### src/two_wire_pkg.sv
// Purpose: shared constants for the two-wire bus framing slave
// Assumes: system clock of 10 MHz; bus clock no faster than 400 kHz
// Notes: bit counts and address codes used by the framing engine
package two_wire_pkg;

  // bits in an address or data packet before the acknowledge slot
  localparam logic [3:0] BITS_PER_BYTE = 4'h8;
  // marks that the acknowledge slot has been sampled
  localparam logic [3:0] ACK_SAMPLED = 4'h9;
  // the all-zero address is the general call
  localparam logic [6:0] GEN_CALL_ADDR = 7'h00;
  // upper nibble of the reserved address block
  localparam logic [3:0] RESERVED_ADDR_HI = 4'hF;
  // timing: system clock and the fastest bus clock supported
  localparam int CLK_PERIOD_NS = 100;
  localparam int SCL_MIN_PERIOD_NS = 2500;
  // oversampling that the engine needs to see every bus edge
  localparam int MIN_OVERSAMPLE = 16;
  localparam int SCL_MIN_PERIOD_CYC = SCL_MIN_PERIOD_NS / CLK_PERIOD_NS;
  // receive buffer shape
  localparam int RX_FIFO_WIDTH = 8;
  localparam int RX_FIFO_DEPTH = 8;

endpackage

### src/rx_push_if.sv
// Purpose: carries received bytes from the framing engine into the buffer
// Assumes: one clock domain
// Notes: a byte moves in the cycle where valid and ready are both high
`timescale 1ns/10ps
interface rx_push_if #(
  parameter int WIDTH = 8
);
  logic valid;
  logic ready;
  logic [WIDTH-1:0] data;

  modport source (output valid, output data, input ready);
  modport sink (input valid, input data, output ready);
endinterface

### src/byte_fifo.sv
// Purpose: small synchronous FIFO between the bus engine and the user side
// Assumes: single clock, asynchronous active high reset
// Notes: ready on the push side is low exactly when the buffer is full
`timescale 1ns/10ps
module byte_fifo #(
  parameter int WIDTH = 8,
  parameter int DEPTH = 8
) (
  // clock and reset
  input wire logic i_clk,
  input wire logic i_reset,
  // filling side
  rx_push_if.sink push,
  // draining side
  output logic o_valid,
  output logic [WIDTH-1:0] o_data,
  input wire logic i_ready
);
  localparam int AW = $clog2(DEPTH);

  logic [WIDTH-1:0] mem_q [DEPTH];
  logic [AW-1:0] wr_q, wr_d, rd_q, rd_d;
  logic [AW:0] cnt_q, cnt_d;
  logic do_push, do_pop;

  // honest full and empty straight from the count
  assign push.ready = (cnt_q != (AW + 1)'(DEPTH));
  assign o_valid = (cnt_q != '0);
  assign o_data = mem_q[rd_q];
  assign do_push = push.valid && push.ready;
  assign do_pop = o_valid && i_ready;

  // pointer and count update
  always_comb begin
    wr_d = wr_q;
    rd_d = rd_q;
    cnt_d = cnt_q;
    if (do_push) begin
      wr_d = (wr_q == AW'(DEPTH - 1)) ? '0 : wr_q + 1'b1;
    end
    if (do_pop) begin
      rd_d = (rd_q == AW'(DEPTH - 1)) ? '0 : rd_q + 1'b1;
    end
    if (do_push && !do_pop) begin
      cnt_d = cnt_q + 1'b1;
    end else if (do_pop && !do_push) begin
      cnt_d = cnt_q - 1'b1;
    end
  end

  always_ff @(posedge i_clk or posedge i_reset) begin
    if (i_reset) begin
      wr_q <= '0;
      rd_q <= '0;
      cnt_q <= '0;
    end else begin
      wr_q <= wr_d;
      rd_q <= rd_d;
      cnt_q <= cnt_d;
    end
  end

  // storage has no reset; contents only matter once counted in
  always_ff @(posedge i_clk) begin
    if (do_push) begin
      mem_q[wr_q] <= push.data;
    end
  end
endmodule

### src/two_wire_slave.sv
// Purpose: slave-side framing engine for the two-wire serial bus
// Assumes: 10 MHz i_clk oversamples the bus clock (400 kHz at most)
// Notes: open-drain lines come as input, output and output enable
// Behaviour
// - data line changes only while the clock line is low, except start/stop
// - start and stop are data-line edges while the clock line is high
// - bus stays occupied from start until stop
// - repeated start restarts framing and keeps the bus occupied
// - address packet is seven address bits, direction bit, acknowledge
// - direction one means read from slave, zero means write
// - acknowledge own address by pulling data low in ninth clock
// - address bits arrive most significant first
// - general call with write is acknowledged when enabled, data then received
// - addresses 1111xxx are reserved and never answered
// - data packet is a byte plus acknowledge from the receiver
// - receiver acknowledges low in ninth clock, released high is not-acknowledge
// - last or unacceptable byte is answered with not-acknowledge
// - data bits go most significant first
// - interface is inoperative while the power gate bit is one
// - lines are only pulled low or released, never driven high
// - only the master makes clock pulses; slave never originates them
// - bus clock up to 400 kHz is supported
// - slave may stretch clock low; master waits for release
`timescale 1ns/10ps
module two_wire_slave
  import two_wire_pkg::*;
#(
  parameter int FIFO_DEPTH = RX_FIFO_DEPTH
) (
  // clock and reset
  input wire logic i_clk,
  input wire logic i_reset,
  // bus lines, open drain
  input wire logic i_scl,
  input wire logic i_sda,
  output logic o_scl_o,
  output logic o_scl_oe,
  output logic o_sda_o,
  output logic o_sda_oe,
  // configuration levels
  input wire logic i_serial_power_gate_bit,
  input wire logic [6:0] i_own_addr,
  input wire logic i_gen_call_en,
  input wire logic i_ack_en,
  // received bytes
  output logic o_rx_valid,
  output logic [7:0] o_rx_data,
  input wire logic i_rx_ready,
  // bytes to send when read
  input wire logic i_tx_valid,
  input wire logic [7:0] i_tx_data,
  output logic o_tx_ready,
  // status
  output logic o_bus_busy,
  output logic o_addressed,
  output logic o_read_mode,
  output logic o_gen_call,
  output logic o_master_nack
);

  typedef enum logic [3:0] {
    ST_IDLE,
    ST_ADDR,
    ST_ADDR_ACK,
    ST_RX,
    ST_RX_HOLD,
    ST_RX_ACK,
    ST_TX_LOAD,
    ST_TX,
    ST_TX_ACK
  } state_t;

  // does a received address byte select this slave
  function automatic logic addr_hit(input logic [7:0] pkt, input logic [6:0] own, input logic gc_en);
    logic own_ok;
    own_ok = (own[6:3] != RESERVED_ADDR_HI);
    addr_hit = ((pkt[7:1] == own) && own_ok) ||
               ((pkt[7:1] == GEN_CALL_ADDR) && gc_en && !pkt[0]);
  endfunction

  rx_push_if #(.WIDTH(RX_FIFO_WIDTH)) push ();

  logic scl_s1_q, scl_s2_q, scl_s3_q;
  logic sda_s1_q, sda_s2_q, sda_s3_q;
  logic scl_rise, scl_fall, start_det, stop_det;
  state_t state_q, state_d;
  logic [7:0] shift_q, shift_d;
  logic [3:0] cnt_q, cnt_d;
  logic sda_oe_q, sda_oe_d;
  logic scl_oe_q, scl_oe_d;
  logic busy_q, busy_d;
  logic addressed_q, addressed_d;
  logic read_q, read_d;
  logic gc_q, gc_d;
  logic nack_q, nack_d;
  logic tx_take;

  // two flops per line; the third stage only keeps history for edges
  always_ff @(posedge i_clk or posedge i_reset) begin
    if (i_reset) begin
      scl_s1_q <= 1'b1;
      scl_s2_q <= 1'b1;
      scl_s3_q <= 1'b1;
      sda_s1_q <= 1'b1;
      sda_s2_q <= 1'b1;
      sda_s3_q <= 1'b1;
    end else begin
      scl_s1_q <= i_scl;
      scl_s2_q <= scl_s1_q;
      scl_s3_q <= scl_s2_q;
      sda_s1_q <= i_sda;
      sda_s2_q <= sda_s1_q;
      sda_s3_q <= sda_s2_q;
    end
  end

  // bus events; 25 clocks per bus period leave ample margin for edges
  assign scl_rise = scl_s2_q && !scl_s3_q;
  assign scl_fall = !scl_s2_q && scl_s3_q;
  assign start_det = scl_s2_q && scl_s3_q && !sda_s2_q && sda_s3_q;
  assign stop_det = scl_s2_q && scl_s3_q && sda_s2_q && !sda_s3_q;

  // pushes only while a byte is complete and the buffer has room
  assign push.data = shift_q;
  assign push.valid = ((state_q == ST_RX) && scl_fall && (cnt_q == BITS_PER_BYTE)) ||
                      (state_q == ST_RX_HOLD);
  assign tx_take = (state_q == ST_TX_LOAD) && i_tx_valid && !i_serial_power_gate_bit;

  // framing state machine
  always_comb begin
    state_d = state_q;
    shift_d = shift_q;
    cnt_d = cnt_q;
    sda_oe_d = sda_oe_q;
    scl_oe_d = scl_oe_q;
    busy_d = busy_q;
    addressed_d = addressed_q;
    read_d = read_q;
    gc_d = gc_q;
    nack_d = nack_q;
    if (i_serial_power_gate_bit) begin
      // gated off: release both lines and forget the bus
      state_d = ST_IDLE;
      sda_oe_d = 1'b0;
      scl_oe_d = 1'b0;
      busy_d = 1'b0;
      addressed_d = 1'b0;
      cnt_d = '0;
    end else if (stop_det) begin
      state_d = ST_IDLE;
      busy_d = 1'b0;
      sda_oe_d = 1'b0;
      scl_oe_d = 1'b0;
      addressed_d = 1'b0;
    end else if (start_det) begin
      // a repeated start looks the same and simply reframes
      state_d = ST_ADDR;
      busy_d = 1'b1;
      cnt_d = '0;
      sda_oe_d = 1'b0;
      scl_oe_d = 1'b0;
      addressed_d = 1'b0;
      nack_d = 1'b0;
    end else begin
      unique case (state_q)
        ST_IDLE: begin
          cnt_d = '0; // unaddressed: wait for the next start or stop
        end
        ST_ADDR: begin
          if (scl_rise) begin
            shift_d = {shift_q[6:0], sda_s2_q};
            cnt_d = cnt_q + 4'h1;
          end else if (scl_fall && (cnt_q == BITS_PER_BYTE)) begin
            if (addr_hit(shift_q, i_own_addr, i_gen_call_en)) begin
              state_d = ST_ADDR_ACK;
              sda_oe_d = 1'b1;
              addressed_d = 1'b1;
              read_d = shift_q[0];
              gc_d = (shift_q[7:1] == GEN_CALL_ADDR);
            end else begin
              state_d = ST_IDLE;
            end
          end
        end
        ST_ADDR_ACK: begin
          if (scl_fall) begin
            sda_oe_d = 1'b0;
            cnt_d = '0;
            if (read_q) begin
              state_d = ST_TX_LOAD;
              scl_oe_d = 1'b1;
            end else begin
              state_d = ST_RX;
            end
          end
        end
        ST_RX: begin
          if (scl_rise) begin
            shift_d = {shift_q[6:0], sda_s2_q};
            cnt_d = cnt_q + 4'h1;
          end else if (scl_fall && (cnt_q == BITS_PER_BYTE)) begin
            if (push.ready) begin
              state_d = ST_RX_ACK;
              sda_oe_d = i_ack_en;
            end else begin
              // buffer full: hold the clock low instead of losing a byte
              state_d = ST_RX_HOLD;
              scl_oe_d = 1'b1;
            end
          end
        end
        ST_RX_HOLD: begin
          if (push.ready) begin
            state_d = ST_RX_ACK;
            sda_oe_d = i_ack_en;
          end
        end
        ST_RX_ACK: begin
          if (scl_oe_q) scl_oe_d = 1'b0; // clock let go a cycle after the ack settles
          if (scl_fall) begin
            sda_oe_d = 1'b0;
            cnt_d = '0;
            // after a not-acknowledge the rest of the message is ignored
            state_d = sda_oe_q ? ST_RX : ST_IDLE;
          end
        end
        ST_TX_LOAD: begin
          if (tx_take) begin
            state_d = ST_TX;
            shift_d = i_tx_data;
            sda_oe_d = !i_tx_data[7];
            cnt_d = '0;
          end
        end
        ST_TX: begin
          if (scl_oe_q) scl_oe_d = 1'b0; // first bit is on the line before the clock may rise
          if (scl_rise) begin
            cnt_d = cnt_q + 4'h1;
          end else if (scl_fall) begin
            if (cnt_q == BITS_PER_BYTE) begin
              state_d = ST_TX_ACK;
              sda_oe_d = 1'b0;
            end else begin
              shift_d = {shift_q[6:0], 1'b0};
              sda_oe_d = !shift_q[6];
            end
          end
        end
        ST_TX_ACK: begin
          if (scl_rise) begin
            if (sda_s2_q) begin
              state_d = ST_IDLE;
              nack_d = 1'b1;
            end else begin
              cnt_d = ACK_SAMPLED;
            end
          end else if (scl_fall && (cnt_q == ACK_SAMPLED)) begin
            state_d = ST_TX_LOAD;
            scl_oe_d = 1'b1;
          end
        end
        default: begin
          state_d = ST_IDLE;
        end
      endcase
    end
  end

  always_ff @(posedge i_clk or posedge i_reset) begin
    if (i_reset) begin
      state_q <= ST_IDLE;
      shift_q <= 8'h00;
      cnt_q <= 4'h0;
      sda_oe_q <= 1'b0;
      scl_oe_q <= 1'b0;
      busy_q <= 1'b0;
      addressed_q <= 1'b0;
      read_q <= 1'b0;
      gc_q <= 1'b0;
      nack_q <= 1'b0;
    end else begin
      state_q <= state_d;
      shift_q <= shift_d;
      cnt_q <= cnt_d;
      sda_oe_q <= sda_oe_d;
      scl_oe_q <= scl_oe_d;
      busy_q <= busy_d;
      addressed_q <= addressed_d;
      read_q <= read_d;
      gc_q <= gc_d;
      nack_q <= nack_d;
    end
  end

  // receive buffer between the bus and the user
  byte_fifo #(
    .WIDTH(RX_FIFO_WIDTH),
    .DEPTH(FIFO_DEPTH)
  ) u_rx_fifo (
    .i_clk(i_clk),
    .i_reset(i_reset),
    .push(push),
    .o_valid(o_rx_valid),
    .o_data(o_rx_data),
    .i_ready(i_rx_ready)
  );

  // open-drain drive: output value is always low, enable pulls the line
  assign o_scl_o = 1'b0;
  assign o_sda_o = 1'b0;
  assign o_scl_oe = scl_oe_q;
  assign o_sda_oe = sda_oe_q;
  assign o_tx_ready = tx_take;
  assign o_bus_busy = busy_q;
  assign o_addressed = addressed_q;
  assign o_read_mode = read_q;
  assign o_gen_call = gc_q;
  assign o_master_nack = nack_q;
endmodule

### config.mk
export PLATFORM = sky130hd
export DESIGN_NAME = two_wire_slave
export DESIGN_NICKNAME = d
export VERILOG_FILES = /design/src/two_wire_pkg.sv /design/src/rx_push_if.sv /design/src/byte_fifo.sv /design/src/two_wire_slave.sv
export SDC_FILE = /design/constraint.sdc
export NUM_CORES = 1
export LEC_CHECK = 0
export ABC_AREA = 1
export BUFFER_PORTS_ARGS = -buffer_cell sky130_fd_sc_hd__buf_4
export CORE_MARGIN = 4
export CORE_UTILIZATION = 62
export CTS_BUF_LIST = sky130_fd_sc_hd__clkbuf_2
export CTS_CLUSTER_SIZE = 8
export DETAILED_ROUTE_END_ITERATION = 16
export PLACE_DENSITY = 0.82
export REMOVE_ABC_BUFFERS = 1
export SETUP_SLACK_MARGIN = 0.5
export SLEW_MARGIN = 20
export SYNTH_ARGS = -nofsm -noshare
export SYNTH_HDL_FRONTEND = slang
export SYNTH_SLANG_ARGS = --single-unit
export TNS_END_PERCENT = 50
### constraint.sdc
create_clock -name i_clk -period 3.35 [get_ports i_clk]
set_input_delay 0.1675 -clock i_clk [delete_from_list [all_inputs] [get_ports i_clk]]
set_output_delay 0.1675 -clock i_clk [all_outputs]
set_load 0.01 [all_outputs]
==> summary.txt <==
Hold path
  – WHS Path Cells: 4
  – Hold Crit Class: input port to register

Setup path
  – Critical Path, Cell by Cell: inv_1, ha_1, nand2_1, nor2_2, nor2_1, nor2_1, nand2_1, inv_2, ha_1, inv_1, ha_1, nand2_1, nand2_1, a21oi_1, nor2_1, nor2_1, nand2_1, xor2_1
  – Worst path slowest cell: dfrtp_2
  – Top cell by count, worst path: nand2_1
  – CP arrival: 3.17 ns
  – CP max stage delay: 0.51 ns
  – Total stage count of the critical path: 18
  – Worst path bufs/invs: 3
  – Kind of critical path: register to register
  – Critical path's top delay family: simple AND/OR/NAND/NOR gates
  – Crit Path Max Fanout: 6
  – Crit path launch type: register
  – Critical Path RT: 3.84 ns
  – R2R cell count: 18
  – Crit. End Element: register

Drt
  – WL final: 12200 um
  – Drt wl/cell: 16.9 um
  – Drt drc: 0
  – DR vias/cell: 5.72
  – Antenna-violating nets left: 0
  – Routed vias: 4156
  – 1st-iter DRT viols: 301
  – Pre-antenna DRT Iters: 5

Floorplan
  – Die X: 99.7 um
  – Io pins: 43
  – Die area: 9930 um2
  – Core ar.: 8180 um2
  – Starting Density: 0.637
  – Die Ht: 99.7 um
  – Row Count: 33

STA
  – Setup TNS: 0 ns
  – PnR worst setup slack: 0.671 ns
  – Final Cycle Share: 0.800
  – Shortest period the worst path allows: 2.68 ns
  – Clock Skew: 0.0162 ns
  – F_max: 0.373 GHz
  – Final setup viols: 0
  – Final hold vios: 0
  – RSZ-0062 raised after global routing: true
  – Max-slew headroom: 0.447
  – Pins Over Slew Limit: 0
  – Least-Margin Pin Slew: 0.825 ns

Placed design
  – I/O Buffers: 40
  – Hpwl dp: 8630 um
  – GPL Wtd Cong: 0.961
  – Dpl cell area: 5580 um2
  – DP Worst Slack: 0.653 ns
  – Placed insts: 697

Power
  – Switching share of power: 0.373
  – Clock share of power: 0.173
  – Power Total: 3.14 mW
  – Leak Pwr: 2.47 nW
  – Int Power: 1.97 mW
  – Switching power: 1.17 mW
  – Peak VDD IR: 0.296 mV
  – Combinational share of power: 0.324
  – Sequential Power Share: 0.503
  – Power Dens Cells: 539 nW/um2

Logic synthesis
  – Synth Register Bits: 103
  – Mapped Area: 5210 um2
  – EDFF count, synth: 64
  – Cell variety after synth: 43
  – Seq/Total Area, Yosys: 0.558
  – Synth Flop Type: edfxtp_1
  – Synth warn: 0
  – Syn avg cell area: 9.24 um2
  – Async set-or-reset flop fraction in the synthesized netlist: 0.379
  – Mapped Cells: 564

GRT
  – Initial antenna violation count: 0
  – Total track usage: 0.259
  – Grt total ovfl: 0
  – Vias in the first global route: 4207
  – Largest net degree at the start of global routing: 40
  – First-pass GRT wire length: 20200 um

Clocking
  – Clk pin slew, worst setup/hold paths: 0.28 ns
  – TritonCTS clock tree: done
  – Later-pin clock latency in the skew report: 0.56 ns
  – Clock sinks: 103
  – Max clock buf depth: 2
  – H-Tree Depth: 3
  – Root Buffer: clkbuf_2
  – CTS Buf Count: 9

Final layout
  – Area delta synth->final: 11.7%
  – Post-route cell area: 5820 um2
  – ANT cells: 0
  – # nets final: 651
  – Share of cells above drive strength 1: 0.182
  – Final non-filler cell total: 726

Status
  – Outcome: finished clean

Flow run
  – Max-Cap Viols: 0
==> cell usage after synthesis, types with 2 or more instances <==
master    instances  share of area
nand2_1         114          0.082
nor2_1           88          0.063
edfxtp_1         64           0.37
o21ai_0          46          0.044
inv_1            44          0.032
dfrtp_1          33           0.16
nand3_1          23          0.022
o21ai_1          16          0.015
inv_2            12         0.0086
clkbuf_1         10         0.0072
ha_1             10          0.024
a31oi_1           9          0.011
nand4_1           9          0.011
o22ai_1           9          0.011
nor3_1            7         0.0067
dfstp_2           6          0.030
nor2_4            5          0.011
o211ai_1          5         0.0072
xnor2_1           5         0.0084
a21oi_1           4         0.0038
buf_4             4         0.0058
nand2_2           4         0.0048
nor2_2            4         0.0048
o21ai_2           4         0.0067
nand3_2           3         0.0058
nor3_2            3         0.0058
xor2_1            3         0.0050
buf_6             2         0.0043
clkinv_1          2         0.0014
o211ai_2          2         0.0048
or2_1             2         0.0024
==> final timing paths <==
check	from	to	slack (ns)
max in group asynchronous	i_reset	scl_s3_q$_DFF_PP1_	2.74
worst max-delay path	cnt_q[0]$_DFFE_PP0P_	u_rx_fifo.cnt_q[3]$_DFFE_PP0P_	0.67
min in group asynchronous	i_reset	u_rx_fifo.rd_q[2]$_DFFE_PP0P_	0.23
worst min-delay path	i_tx_data[7]	push.data[7]$_DFFE_PP0P_	0.04
worst min register to register	scl_s1_q$_DFF_PP1_	scl_s2_q$_DFF_PP1_	0.38
worst max register to register	cnt_q[0]$_DFFE_PP0P_	u_rx_fifo.cnt_q[3]$_DFFE_PP0P_	0.67
==> repair_timing <==
item | in CTS | in global routing
gates resized for setup | 0 | 6
hold buffers | 12 | 0
hold endpoints to repair | 48 | 0
buffers inserted | 0 | 1
endpoints found under the setup margin | 0 | 9
==> through the flow <==
stage | util | hold slack (ns)
final | 0.712 | 0.0375
after global routing | 0.712 | 0.0134
after CTS | 0.709 | 0.00625
after detailed placement | 0.682 | 0.277
after global placement | 0.682 | 0.277
after floorplan | - | 0.172
==> cell families after synthesis <==
family	Yosys count	synth area share
other cells	1	0.000720
simple gates	267	0.229
mux	1	0.00216
fa+ha+maj	11	0.0279
compound gates	99	0.110
xor+xnor	8	0.0135
buf+inv	74	0.0591
flops	103	0.558
==> placed cells by master (no fill, tap or decap), drive strengths merged, types with 2 or more instances in the layout <==
master       synthesis  layout
nor2                97      97
dfrtp               33      33
nand3               27      27
a21oi                4       4
dlygate4sd3          0      12
ha                  10      10
xor2                 3       3
clkinv               2       5
or2                  3       3
edfxtp              64      64
clkinvlp             0       4
o22ai                9       9
clkbuf              10       9
nor3                10      10
conb                 1       2
inv                 56      56
buf                  6      44
nand2              119     119
xnor2                5       5
a31oi                9       9
nand4                9       9
o21ai               66      66
dfstp                6       6
o211ai               7       7
==> power by group through the flow <==
stage | clock [mW] | combinational, mW | sequential, mW
2_1_floorplan | 0 | 0.595 | 1.58
3_3_place_gp | 0 | 0.952 | 1.59
3_5_place_dp | 0 | 1.01 | 1.60
4_1_cts | 0.545 | 1.02 | 1.57
5_1_grt | 0.598 | 1.16 | 1.59
6_report | 0.542 | 1.02 | 1.58
==> registers in the layout, indices dropped and copies added, names as in the netlist, 3 cells and up <==
name / cells
u_rx_fifo.cnt_q: 4
u_rx_fifo.rd_q: 3
u_rx_fifo.mem_q: 64
push.data: 8
state_q: 4
u_rx_fifo.wr_q: 3
cnt_q: 4
==> area by class of cell <==
| type | count | area (um2) |
|---|---|---|
| Clock inverter | 7 | 56.3 |
| Sequential cell | 103 | 2910 |
| Fill cell | 621 | 2360 |
| Inverter | 58 | 225 |
| Timing Repair Buffer | 56 | 450 |
| Multi-Input combinational cell | 388 | 2000 |
| Clock buffer | 9 | 45.0 |
| Tap cell | 105 | 131 |
==> per-layer routing <==
metal,wire length [um],GRT usage,vias up,part of all wire
li1,-,-,1993,-
met1,4770,0.315,1968,0.39
met2,6510,0.468,173,0.53
met3,728,0.0435,22,0.059
met4,226,0.0767,0,0.018
met5,0,0,-,0
==> worst reg2reg max path: cells and delay by family (launching register included) <==
family / cells / cell delay [ns]
AND/OR/NAND/NOR: 10 / 0.85
adder cells (fa/ha/maj): 3 / 0.64
flip-flops: 1 / 0.51
buffers and inverters: 3 / 0.29
AO/OA/AOI/OAI: 1 / 0.19
XOR/XNOR: 1 / 0.15
No activity file was read; power rests on OpenSTA's default activity.
